$ cat src/inc/fps_pkg.sv
// constants, field layout and decode helpers for the flash protection/status block
// assumes a 32-bit axi4-lite register port, 16-bit flash addresses
package fps_pkg;
    // register indices; byte address is four times the index
    localparam logic [7:0] IDX_CONFIG   = 8'h03;
    localparam logic [7:0] IDX_PROT     = 8'h04;
    localparam logic [7:0] IDX_STAT     = 8'h05;
    localparam logic [7:0] IDX_IRQ_STAT = 8'h08;
    localparam logic [7:0] IDX_IRQ_CLR  = 8'h09;
    localparam logic [7:0] IDX_IRQ_EN   = 8'h0a;
    // protection register fields
    localparam int PROT_POLARITY = 7;
    localparam int PROT_NV6      = 6;
    localparam int PROT_HDIS     = 5;
    localparam int PROT_HS_LSB   = 3;
    localparam int PROT_LDIS     = 2;
    localparam int PROT_LS_LSB   = 0;
    // status register fields
    localparam int STAT_BUFFER_EMPTY_FLAG = 7;
    localparam int STAT_COMMAND_COMPLETE_FLAG  = 6;
    localparam int STAT_PROTECT_VIOLATION_FLAG = 5;
    localparam int STAT_ACC   = 4;
    localparam int STAT_BLANK = 2;
    localparam int STAT_FAIL  = 1;
    localparam int STAT_DONE  = 0;
    // config register fields
    localparam int CFG_BUFFER_EMPTY_IRQ_ENABLE = 7;
    localparam int CFG_COMPLETE_IRQ_ENABLE  = 6;
    // event status bits
    localparam int EV_BUFFER_EMPTY_FLAG = 0;
    localparam int EV_COMMAND_COMPLETE_FLAG  = 1;
    localparam int EV_ACC   = 2;
    localparam int EV_PROTECT_VIOLATION_FLAG = 3;
    localparam int EV_W     = 4;
    // reset values, low window start and response codes
    localparam logic [7:0] CONFIG_RST = 8'h00;
    localparam logic [7:0] PROT_RST   = 8'hff;
    localparam logic [15:0] LOW_START = 16'h4000;
    localparam logic [1:0] RESP_OKAY   = 2'b00;
    localparam logic [1:0] RESP_SLVERR = 2'b10;
    // allowed target scenarios, one mask per source scenario
    localparam logic [7:0] SCEN_MASK [8] = '{8'h0f, 8'h0a, 8'h0c, 8'h08,
                                             8'h18, 8'h3c, 8'h5a, 8'hff};

    function automatic logic [2:0] scen_of(input logic [7:0] p);
        scen_of = {p[PROT_POLARITY], p[PROT_HDIS], p[PROT_LDIS]};
    endfunction

    function automatic logic scen_allowed(input logic [2:0] from, input logic [2:0] to);
        scen_allowed = SCEN_MASK[from][to];
    endfunction

    function automatic logic [15:0] high_start(input logic [1:0] sz);
        case (sz)
            2'b00:   high_start = 16'hf800;
            2'b01:   high_start = 16'hf000;
            2'b10:   high_start = 16'he000;
            default: high_start = 16'hc000;
        endcase
    endfunction

    function automatic logic [15:0] low_end(input logic [1:0] sz);
        case (sz)
            2'b00:   low_end = 16'h43ff;
            2'b01:   low_end = 16'h47ff;
            2'b10:   low_end = 16'h4fff;
            default: low_end = 16'h5fff;
        endcase
    endfunction
endpackage

$ cat src/logic/fps_flash_protect.sv
// flash range protection and command status registers behind an axi4-lite slave
// assumes a command engine outside that reports done/fail/blank/violation pulses
//
// The AXI4-Lite slave port was decided locally.
`timescale 1ns/1ns
module fps_flash_protect
    import fps_pkg::*;
(
    // clock and reset
    input  wire logic        aclk,
    input  wire logic        aresetn,
    // axi4-lite write
    input  wire logic [31:0] awaddr,
    input  wire logic        awvalid,
    output logic             awready,
    input  wire logic [31:0] wdata,
    input  wire logic [3:0]  wstrb,
    input  wire logic        wvalid,
    output logic             wready,
    output logic [1:0]       bresp,
    output logic             bvalid,
    input  wire logic        bready,
    // axi4-lite read
    input  wire logic [31:0] araddr,
    input  wire logic        arvalid,
    output logic             arready,
    output logic [31:0]      rdata,
    output logic [1:0]       rresp,
    output logic             rvalid,
    input  wire logic        rready,
    // device mode and nonvolatile setting
    input  wire logic        special_mode,
    input  wire logic [7:0]  nv_protection,
    // command engine
    input  wire logic        flash_word_wr,
    input  wire logic        cmd_done,
    input  wire logic        cmd_fail,
    input  wire logic        cmd_blank,
    input  wire logic        cmd_violation,
    output logic             cmd_launch,
    output logic             cmd_active,
    // protection lookup
    input  wire logic [15:0] probe_addr,
    output logic             addr_protected,
    // interrupt
    output logic             irq
);
    logic        awready_q, wready_q, bvalid_q, arready_q, rvalid_q;
    logic [1:0]  bresp_q, rresp_q;
    logic [31:0] rdata_q;
    logic        aw_held_q, w_held_q;
    logic [7:0]  aw_idx_q;
    logic        aw_bad_q;
    logic [7:0]  wd_q;
    logic        wstb_q;
    logic [7:0]  prot_q, config_q;
    logic        load_pending_q;
    logic        buffer_empty_flag_q, command_complete_flag_q, protect_violation_flag_q, access_error_flag_q, blank_q, fail_q;
    logic        seq_active_q, busy_q, buffered_q, launch_q;
    logic [EV_W-1:0] ev_stat_q, ev_en_q;
    logic        irq_q, prot_hit_q;
    logic        buffer_empty_flag_prev_q, command_complete_flag_prev_q;
    logic        wr_fire, wr_prot, wr_stat, launch_ok, abort;
    logic [2:0]  scen_new;

    assign awready        = awready_q;
    assign wready         = wready_q;
    assign bvalid         = bvalid_q;
    assign bresp          = bresp_q;
    assign arready        = arready_q;
    assign rvalid         = rvalid_q;
    assign rdata          = rdata_q;
    assign rresp          = rresp_q;
    assign cmd_launch     = launch_q;
    assign cmd_active     = busy_q;
    assign addr_protected = prot_hit_q;
    assign irq            = irq_q;

    function automatic logic idx_known(input logic [7:0] idx);
        idx_known = (idx == IDX_CONFIG) || (idx == IDX_PROT) || (idx == IDX_STAT) ||
                    (idx == IDX_IRQ_STAT) || (idx == IDX_IRQ_CLR) || (idx == IDX_IRQ_EN);
    endfunction

    // write channel: address and data taken in either order, answered together
    always_ff @(posedge aclk) begin
        if (!aresetn) begin
            awready_q <= 1'b1;
            wready_q  <= 1'b1;
            aw_held_q <= 1'b0;
            w_held_q  <= 1'b0;
            aw_idx_q  <= 8'h00;
            aw_bad_q  <= 1'b0;
            wd_q      <= 8'h00;
            wstb_q    <= 1'b0;
            bvalid_q  <= 1'b0;
            bresp_q   <= RESP_OKAY;
        end else begin
            if (awvalid && awready_q) begin
                awready_q <= 1'b0;
                aw_held_q <= 1'b1;
                // a bad address parks on an index that decodes to nothing
                aw_idx_q  <= (awaddr[31:10] != 22'h0 || awaddr[1:0] != 2'b00) ?
                             8'hff : awaddr[9:2];
                aw_bad_q  <= (awaddr[31:10] != 22'h0) || (awaddr[1:0] != 2'b00) ||
                             !idx_known(awaddr[9:2]);
            end
            if (wvalid && wready_q) begin
                wready_q <= 1'b0;
                w_held_q <= 1'b1;
                wd_q     <= wdata[7:0];
                wstb_q   <= wstrb[0];
            end
            if (wr_fire) begin
                aw_held_q <= 1'b0;
                w_held_q  <= 1'b0;
                bvalid_q  <= 1'b1;
                bresp_q   <= aw_bad_q ? RESP_SLVERR : RESP_OKAY;
            end
            if (bvalid_q && bready) begin
                bvalid_q  <= 1'b0;
                awready_q <= 1'b1;
                wready_q  <= 1'b1;
            end
        end
    end

    assign wr_fire  = aw_held_q && w_held_q && !bvalid_q;
    assign wr_prot  = wr_fire && wstb_q && (aw_idx_q == IDX_PROT) && !load_pending_q;
    assign wr_stat  = wr_fire && wstb_q && (aw_idx_q == IDX_STAT);
    assign scen_new = {wd_q[PROT_POLARITY], wd_q[PROT_HDIS], wd_q[PROT_LDIS]};
    // launch blocked by any pending error flag
    assign launch_ok = wr_stat && wd_q[STAT_BUFFER_EMPTY_FLAG] && buffer_empty_flag_q && seq_active_q &&
                       !access_error_flag_q && !protect_violation_flag_q && !fail_q;
    assign abort     = wr_stat && !wd_q[STAT_BUFFER_EMPTY_FLAG] && buffer_empty_flag_q && seq_active_q;

    // read channel: one cycle from address to data
    always_ff @(posedge aclk) begin
        if (!aresetn) begin
            arready_q <= 1'b1;
            rvalid_q  <= 1'b0;
            rdata_q   <= 32'h0;
            rresp_q   <= RESP_OKAY;
        end else begin
            if (arvalid && arready_q) begin
                arready_q <= 1'b0;
                rvalid_q  <= 1'b1;
                rresp_q   <= RESP_OKAY;
                rdata_q   <= 32'h0;
                if ((araddr[31:10] != 22'h0) || (araddr[1:0] != 2'b00)) begin
                    rresp_q <= RESP_SLVERR;
                end else if (araddr[9:2] == IDX_CONFIG) begin
                    rdata_q[7:0] <= config_q;
                end else if (araddr[9:2] == IDX_PROT) begin
                    rdata_q[7:0] <= prot_q;
                end else if (araddr[9:2] == IDX_STAT) begin
                    rdata_q[7:0] <= {buffer_empty_flag_q, command_complete_flag_q, protect_violation_flag_q, access_error_flag_q, 1'b0, blank_q,
                                     special_mode && fail_q,
                                     special_mode && !busy_q};
                end else if (araddr[9:2] == IDX_IRQ_STAT) begin
                    rdata_q[EV_W-1:0] <= ev_stat_q;
                end else if (araddr[9:2] == IDX_IRQ_EN) begin
                    rdata_q[EV_W-1:0] <= ev_en_q;
                end else if (araddr[9:2] != IDX_IRQ_CLR) begin
                    rresp_q <= RESP_SLVERR;
                end
            end
            if (rvalid_q && rready) begin
                rvalid_q  <= 1'b0;
                arready_q <= 1'b1;
            end
        end
    end

    // protection register: nonvolatile copy first, then only added protection
    always_ff @(posedge aclk) begin
        if (!aresetn) begin
            prot_q         <= PROT_RST;
            load_pending_q <= 1'b1;
        end else if (load_pending_q) begin
            prot_q         <= nv_protection;
            load_pending_q <= 1'b0;
        end else if (wr_prot && scen_allowed(scen_of(prot_q), scen_new)) begin
            prot_q[PROT_POLARITY] <= wd_q[PROT_POLARITY];
            prot_q[PROT_HDIS]     <= wd_q[PROT_HDIS];
            prot_q[PROT_LDIS]     <= wd_q[PROT_LDIS];
            if (prot_q[PROT_HDIS]) begin
                prot_q[PROT_HS_LSB+:2] <= wd_q[PROT_HS_LSB+:2];
            end
            if (prot_q[PROT_LDIS]) begin
                prot_q[PROT_LS_LSB+:2] <= wd_q[PROT_LS_LSB+:2];
            end
        end
    end

    // address lookup against the active windows
    always_ff @(posedge aclk) begin
        logic in_hi;
        logic in_lo;
        logic sel;
        in_hi = probe_addr >= high_start(prot_q[PROT_HS_LSB+:2]);
        in_lo = (probe_addr >= LOW_START) &&
                (probe_addr <= low_end(prot_q[PROT_LS_LSB+:2]));
        sel   = (!prot_q[PROT_HDIS] && in_hi) || (!prot_q[PROT_LDIS] && in_lo);
        if (!aresetn) begin
            prot_hit_q <= 1'b1;
        end else if (prot_q[PROT_POLARITY]) begin
            prot_hit_q <= sel;
        end else begin
            prot_hit_q <= !sel;
        end
    end

    always_ff @(posedge aclk) begin
        if (!aresetn) begin
            config_q <= CONFIG_RST;
        end else if (wr_fire && wstb_q && aw_idx_q == IDX_CONFIG) begin
            config_q <= {wd_q[CFG_BUFFER_EMPTY_IRQ_ENABLE], wd_q[CFG_COMPLETE_IRQ_ENABLE], 6'h00};
        end
    end

    // command sequence, one active plus one buffered command
    always_ff @(posedge aclk) begin
        if (!aresetn) begin
            buffer_empty_flag_q      <= 1'b1;
            command_complete_flag_q       <= 1'b1;
            seq_active_q <= 1'b0;
            busy_q       <= 1'b0;
            buffered_q   <= 1'b0;
            launch_q     <= 1'b0;
            blank_q      <= 1'b0;
        end else begin
            launch_q <= launch_ok;
            if (flash_word_wr && buffer_empty_flag_q) begin
                seq_active_q <= 1'b1;
            end
            if (abort) begin
                seq_active_q <= 1'b0;
            end
            if (launch_ok) begin
                buffer_empty_flag_q      <= 1'b0;
                command_complete_flag_q       <= 1'b0;
                blank_q      <= 1'b0;
                seq_active_q <= 1'b0;
                if (busy_q && !cmd_done) begin
                    buffered_q <= 1'b1;
                end else begin
                    busy_q <= 1'b1;
                end
            end else begin
                if (!buffer_empty_flag_q && !buffered_q) begin
                    buffer_empty_flag_q <= 1'b1;
                end
                if (cmd_done && busy_q) begin
                    if (buffered_q) begin
                        buffered_q <= 1'b0;
                        buffer_empty_flag_q    <= 1'b1;
                    end else begin
                        busy_q <= 1'b0;
                        command_complete_flag_q <= 1'b1;
                    end
                end
                if (cmd_blank) begin
                    blank_q <= 1'b1;
                end
            end
        end
    end

    // error flags: hardware set wins over software clear
    always_ff @(posedge aclk) begin
        if (!aresetn) begin
            protect_violation_flag_q  <= 1'b0;
            access_error_flag_q <= 1'b0;
            fail_q   <= 1'b0;
        end else begin
            if (cmd_violation) begin
                protect_violation_flag_q <= 1'b1;
            end else if (wr_stat && wd_q[STAT_PROTECT_VIOLATION_FLAG]) begin
                protect_violation_flag_q <= 1'b0;
            end
            if (abort) begin
                access_error_flag_q <= 1'b1;
            end else if (wr_stat && wd_q[STAT_ACC]) begin
                access_error_flag_q <= 1'b0;
            end
            if (cmd_fail && special_mode) begin
                fail_q <= 1'b1;
            end else if (wr_stat && wd_q[STAT_FAIL] && special_mode) begin
                fail_q <= 1'b0;
            end
        end
    end

    // sticky event bits, write-one clear, enable mask
    always_ff @(posedge aclk) begin
        logic [EV_W-1:0] ev_set;
        logic [EV_W-1:0] ev_clr;
        ev_set = '0;
        ev_set[EV_BUFFER_EMPTY_FLAG] = buffer_empty_flag_q && !buffer_empty_flag_prev_q;
        ev_set[EV_COMMAND_COMPLETE_FLAG]  = command_complete_flag_q && !command_complete_flag_prev_q;
        ev_set[EV_ACC]   = abort;
        ev_set[EV_PROTECT_VIOLATION_FLAG] = cmd_violation;
        ev_clr = (wr_fire && wstb_q && aw_idx_q == IDX_IRQ_CLR) ? wd_q[EV_W-1:0] : '0;
        if (!aresetn) begin
            ev_stat_q    <= '0;
            ev_en_q      <= '0;
            buffer_empty_flag_prev_q <= 1'b1;
            command_complete_flag_prev_q  <= 1'b1;
            irq_q        <= 1'b0;
        end else begin
            buffer_empty_flag_prev_q <= buffer_empty_flag_q;
            command_complete_flag_prev_q  <= command_complete_flag_q;
            ev_stat_q    <= (ev_stat_q & ~ev_clr) | ev_set;
            if (wr_fire && wstb_q && aw_idx_q == IDX_IRQ_EN) begin
                ev_en_q <= wd_q[EV_W-1:0];
            end
            irq_q <= (|(ev_stat_q & ev_en_q)) ||
                     (buffer_empty_flag_q && config_q[CFG_BUFFER_EMPTY_IRQ_ENABLE]) ||
                     (command_complete_flag_q && config_q[CFG_COMPLETE_IRQ_ENABLE]);
        end
    end
endmodule

$ cat config.mk
export PLATFORM = sky130hd
export DESIGN_NAME = fps_flash_protect
export DESIGN_NICKNAME = d
export VERILOG_FILES = /design/src/inc/fps_pkg.sv /design/src/logic/fps_flash_protect.sv
export SDC_FILE = /design/constraint.sdc
export NUM_CORES = 1
export LEC_CHECK = 0
export BUFFER_PORTS_ARGS = -buffer_cell sky130_fd_sc_hd__buf_2
export CAP_MARGIN = 25
export CORE_ASPECT_RATIO = 1.4
export CORE_MARGIN = 2
export CORE_UTILIZATION = 45
export CTS_CLUSTER_DIAMETER = 120
export DETAILED_ROUTE_END_ITERATION = 8
export GPL_TIMING_DRIVEN = 0
export HOLD_SLACK_MARGIN = 0.12
export PLACE_DENSITY = 0.78
export SYNTH_ARGS = -nofsm -noshare
export SYNTH_HDL_FRONTEND = slang
export SYNTH_SLANG_ARGS = --single-unit
$ cat constraint.sdc
create_clock -name aclk -period 2.9 [get_ports aclk]
set_input_delay 0.58 -clock aclk [delete_from_list [all_inputs] [get_ports aclk]]
set_output_delay 0.58 -clock aclk [all_outputs]
set_load 0.03 [all_outputs]
[After elaboration in Yosys (flattened, before gate mapping)]
Memory sizes are Yosys's and may differ from the RTL's.
Cells that the tools add are included.
W data, S select, Z words.
Storage, ports and cells
  bits in registers: 70
  ROM bits: 64
  input port bits: 137
  output and inout bits: 45
  word-level logic and storage cells: 216
  memories kept: 1
Memory list
  (name not given): depth 8, width 8, read ports 1, clocked after memory_dff 0, write ports 0, RTL line fps_pkg.sv:50  | scen_allowed = SCEN_MASK[from][to];
Cells by class
  order comparisons: 5
  equal/unequal tests: 24
  muxes and demuxes: 51
  bitwise gates (word level): 6
  reductions and logical operators: 93
Operator list (number)
  $eq A8 B4 Y1 const B: 7
  $eq A8 B3 Y1 const B: 6
  $mux W8: 6
  $reduce_bool A22 Y1: 2
  $logic_and A1 B1 Y1: 42
  $pmux W14 S3: 1
  $pmux W13 S3: 1
  $mux W1: 25
  $eq A8 B2 Y1 const B: 3
  $mux W2: 10
  $mux W4: 5
  $reduce_bool A2 Y1: 9
  $ge A16 B15 Y1 const B: 1
  $ge A16 B16 Y1: 1
  $le A16 B16 Y1: 1
  $logic_not A1 Y1: 16
  $mux W6: 2
  $logic_or A1 B1 Y1: 11
  $and A4 B4 Y4: 2
  $ne A8 B4 Y1 const B: 1
  $reduce_and A2 Y1: 4
  $reduce_or A2 Y1: 4
  $eq A2 B1 Y1 const B: 2
  $eq A2 B2 Y1 const B: 2
  13 further kinds: 15

[Logic depth before layout (Yosys ltp)]
  depth after elaboration: 12
  depth in mapped cells: 7
  gate-level depth less buffers: 7

[Worst setup path before layout]
OpenSTA, ideal clock, no wires.
  path type: input port to flip-flop
  from: input probe_addr[11]
  to: register prot_hit_q, in the netlist addr_protected
  setup time: 121 ps
  arrival time: 2155 ps
  data required time: 2779 ps
  path slack: 624 ps
  stages: 7
  path buffers: 0
  cell sequence: inv_1 -> ha_1 -> or4b_2 -> nor3_1 -> a221oi_1 -> o21ai_0 -> mux2_2
Between the ends
  longest elaborated chain between the ends: 6
  elaborated cells on any way between the ends: 9
  those cells by class: order compare: 3; mux: 1; reduce/logical: 5
Ends and longest elaborated chain
  start, declared: RTL line fps_flash_protect.sv:43  | input wire logic [15:0] probe_addr,
  $ge A16 B15 Y1 / $le A16 B16 Y1 (equally long branches): RTL line fps_flash_protect.sv:201, fps_flash_protect.sv:202
  $logic_and A1 B1 Y1: RTL line fps_flash_protect.sv:201  | in_lo = (probe_addr >= LOW_START) &&
  $logic_and A1 B1 Y1: RTL line fps_flash_protect.sv:203  | sel = (!prot_q[PROT_HDIS] && in_hi) || (!prot_q[PROT_LDIS] && in_lo);
  $logic_or A1 B1 Y1 (*): RTL line fps_flash_protect.sv:203
  $logic_not A1 Y1: RTL line fps_flash_protect.sv:209  | prot_hit_q <= !sel;
  $mux W1 (*): RTL line fps_flash_protect.sv:206  | end else if (prot_q[PROT_POLARITY]) begin
  end signal, assigned: RTL line fps_flash_protect.sv:207  | prot_hit_q <= sel;
  end signal, assigned: RTL line fps_flash_protect.sv:209
  end, declared: RTL line fps_flash_protect.sv:61  | logic irq_q, prot_hit_q;
Mark *: on every way between the ends. The rest lies on a longest branch, timed or not.
A chain may end at the register's enable or synchronous reset.

[Final worst setup path]
  from: register prot_q[4]
  to: register prot_hit_q, in the netlist addr_protected
Between the ends
  longest elaborated chain between the ends: 7
  elaborated cells on any way between the ends: 9
  those cells by class: order compare: 1; eq/ne: 2; mux: 2; reduce/logical: 4
Ends and longest elaborated chain
  start, declared: RTL line fps_flash_protect.sv:56  | logic [7:0] prot_q, config_q;
  start signal, assigned: RTL line fps_flash_protect.sv:180  | prot_q <= nv_protection;
  start signal, assigned by index: RTL line fps_flash_protect.sv:183  | prot_q[PROT_POLARITY] <= wd_q[PROT_POLARITY];
  start signal, assigned by index: RTL line fps_flash_protect.sv:184  | prot_q[PROT_HDIS] <= wd_q[PROT_HDIS];
  $eq A2 B2 Y1, or another cell as far along: RTL line fps_pkg.sv:54  | case (sz)
  $pmux W14 S3 (*): RTL line fps_pkg.sv:54
  $ge A16 B16 Y1 (*): RTL line fps_flash_protect.sv:200  | in_hi = probe_addr >= high_start(prot_q[PROT_HS_LSB+:2]);
  $logic_and A1 B1 Y1 (*): RTL line fps_flash_protect.sv:203
  $logic_or A1 B1 Y1 (*): RTL line fps_flash_protect.sv:203
  $logic_not A1 Y1: RTL line fps_flash_protect.sv:209
  $mux W1 (*): RTL line fps_flash_protect.sv:206
Marks and branches as above.

==> flow_summary.toml <==
[pwr]
p_seq_share_pct = 44.3
power.density_mw_per_mm2 = 484.0
p_leak_uw = 0.002135
pwr-share-clk_pct = 39.5
max-vdd-ir-drop_mv = 0.2028
switchingPower_uw = 594.4
power.internal_uw = 1688
power_frac_comb_pct = 16.2
swShare_pct = 26.05

[clock_tree]
h-tree-depth = 3
ctsResizeCount = 0
clkLatencyLatePin_ps = 350
clockRootBuffer = "clkbuf_8"
cts_sinks = 68
path_clk_slew_ps = 70
cts_buffer_depth = 2
post_cts_buffers = 0
cts_tree = "yes"
cts_hold_buf = 0
cts_buffers = 9

[drt]
num_vias = 3665
drc = 0
first_pass_iters = 5
ant_nets = 0
viasPerCell = 5.206
drt-initial-drc-count = 189
wirelength_um = 9846
wl_per_cell_um = 13.99

[worst_setup_path]
critPathMaxStageDelay_ps = 570
crit_required_ps = 3140
crit_chain = "nor2_1 -> ha_1 -> or4b_2 -> nor3_1 -> a221oi_1 -> o21ai_0 -> mux2_2"
cp-end-kind = "flip-flop"
cp-startpoint = "prot_q[4]"
crit_arrival_ps = 2530
critPathMaxFanout = 6
critPathLaunchType = "flip-flop"
crit_type = "reg2reg"
cpMaxStageDelayCell = "or4b_2"
crit_buf_inv = 0
regToRegStartpoint = "prot_q[4]"
cp_top_family = "simple AND/OR/NAND/NOR gates"

[timing]
worstMarginPinSlew_ps = 699.9
tns_ps = 0
finalSetupViolations = 0
max_slew_margin_pct = 52.91
finalCritPeriodShare_pct = 78.78
finClkSkew_ps = 5.073
max_freq_ghz = 0.4377
slew_viol_final = 0
min_period_ps = 2285
finalWorstSetupSlack_ps = 615.3
hold_viol = 0
grt_setup_unrepaired = "false"

[final_layout]
final_cells = 704
fin_nets = 744
fillCellCount = 761
fin_area_mm2 = 0.004715
drive_above_1_share_pct = 31.46
area_growth_pct = 30.07
antenna_cells = 0
postLayoutCoreUtil_pct = 60.46

[global_routing]
antenna_found_initial = 0
grt_pass1_vias = 3416
track_usage_pct = 22.55
grt-ovfl-total = 0
grt_start_max_net_pins = 12
grt_pass1_wl_um = 15430

[floorplanning]
die_area_mm2 = 0.008799
core-area_mm2 = 0.007797
start_util_pct = 46.49
dieWidth_um = 79.85
rows = 38
die_h_um = 110.2
ioPinCount = 182

[synthesis]
syn_area_per_cell_um2 = 8.314
synth_edf_count = 0
yosys.area.top_type_share_pct = 37.56
synthFlopType = "dfxtp_1"
ys_ff_latch = 68
ys_types = 60
synth-async-reset-ratio_pct = 0
synth.cell_area_mm2 = 0.003625
synth_area_leaders = "dfxtp_1 (38%), buf_4 (5.8%), nand2_1 (4.9%)"
post-synth-top-area-cell = "dfxtp_1"
synthCells = 436
ys_seq_area_share_pct = 37.56
synth_warnings = 0

[outcome]
status = "complete, no violations"

[hold_path]
min_from = "wvalid"
hold_path.class = "in2reg"

[job]
drv_cap = 0

[placement]
dp_slack_ps = 387.1
globalplace.congestion = 0.8912
dp_hpwl_um = 7828
portBuffers = 127
place_area_mm2 = 0.004479
dp_cells = 688
==> state kept, by name, summed over array words and instances (netlist names), 2 cells and up <==
register and cells:
aw_idx_q 8, prot_q 8, rdata 8, wd_q 8, ev_en_q 4, ev_stat_q 4, config_q 2
==> cells in the mapped netlist (all sizes together), types with 7 or more instances <==
| cell type | instances |
|---|---|
| nor2 | 40 |
| buf | 29 |
| a22oi | 9 |
| nand2b | 11 |
| nor2b | 9 |
| and2 | 8 |
| nand2 | 47 |
| nor4 | 19 |
| o21ai | 18 |
| a21oi | 31 |
| ha | 8 |
| inv | 9 |
| nor3 | 20 |
| dfxtp | 68 |
| mux2i | 11 |
| nand4 | 8 |
| or4 | 8 |
| clkbuf | 13 |
| mux2 | 7 |
==> layer usage <==
layer	up-vias	GRT usage [%]	share of wire, %	routed length, um
met5	-	0	0	0
met4	0	11.26	3.3	323
met3	23	4.560	7.1	700
met1	1640	23.73	38	3717
met2	146	42.20	52	5104
li1	1856	-	-	-
==> worst reg2reg max path: cells and delay by family, from the launching register on <==
family,cells,cell delay (ps)
simple gates,3,830
compound gates,2,300
flops,1,430
fa+ha+maj,1,270
mux,1,350
==> metrics by stage <==
stage / power [uW] / hold slack (ps)
2_1_floorplan: 1258 / 435.7
3_3_place_gp: 1390 / 440.3
3_5_place_dp: 1399 / 443.4
4_1_cts: 2298 / 420.8
5_1_grt: 2385 / 431.8
6_report: 2282 / 430.4
==> cell usage in the layout, fill, tap and decap left out, types with 3 or more instances in the layout <==
master / synthesis / routed
a21boi_0: 3 / 3
nand3_1: 5 / 5
nor2_1: 40 / 40
or4_1: 6 / 6
buf_4: 28 / 28
nor3_1: 20 / 20
nor4_1: 17 / 17
buf_2: 0 / 127
o311a_1: 3 / 3
nand4_1: 8 / 8
clkbuf_8: 0 / 12
clkbuf_1: 13 / 13
or3_1: 4 / 4
inv_1: 9 / 9
and2_1: 7 / 7
a22oi_1: 9 / 9
nor2b_1: 9 / 9
nand4b_1: 3 / 3
nand2b_1: 11 / 11
mux2i_1: 11 / 11
nand2_1: 47 / 47
ha_1: 8 / 8
a21oi_1: 30 / 30
conb_1: 1 / 26
dfxtp_1: 68 / 68
o21ai_0: 17 / 17
nand3b_1: 3 / 3
a21o_1: 4 / 4
mux2_2: 7 / 7
o21a_1: 3 / 3
==> path summary, 6_finish.rpt <==
kind	slack [ps]	cells past startpoint	end
setup / recovery	620	7	addr_protected
setup reg to reg	620	7	addr_protected
hold reg to reg	450	2	rdata[7]
hold / removal	430	2	wready
==> kinds of logic after synthesis <==
group	after synthesis	share of synthesized area, %
and+or+nand+nor	195	28.68
AOI/OAI and AO/OA	92	16.71
DFF	68	37.56
buffers and inverters	52	8.491
muxes	18	5.213
adders and majority gates	8	2.762
xor gates and xnor gates	2	0.4833
other	1	0.1035
==> layout make-up <==
class                   instances  area [um2]  area share (%)
multi-input cells             341        2049           43.47
plain buffers                  42       270.3           5.732
repair buffers                127       635.6           13.48
clock inverters                 4       70.07           1.486
flip-flops and latches         68        1361           28.87
inverters                      10       37.54          0.7962
clock buffers                  12       165.2           3.503
well taps                     100       125.1           2.654
==> power by group through the flow <==
stage          clock network, uW  registers (uW)  logic (uW)
2_1_floorplan                  0            1030         223
3_3_place_gp                   0            1030         360
3_5_place_dp                   0            1030         368
4_1_cts                      918            1010         370
5_1_grt                      962            1020         408
6_report                     901            1010         370
Power figures use the tool's default switching activity.
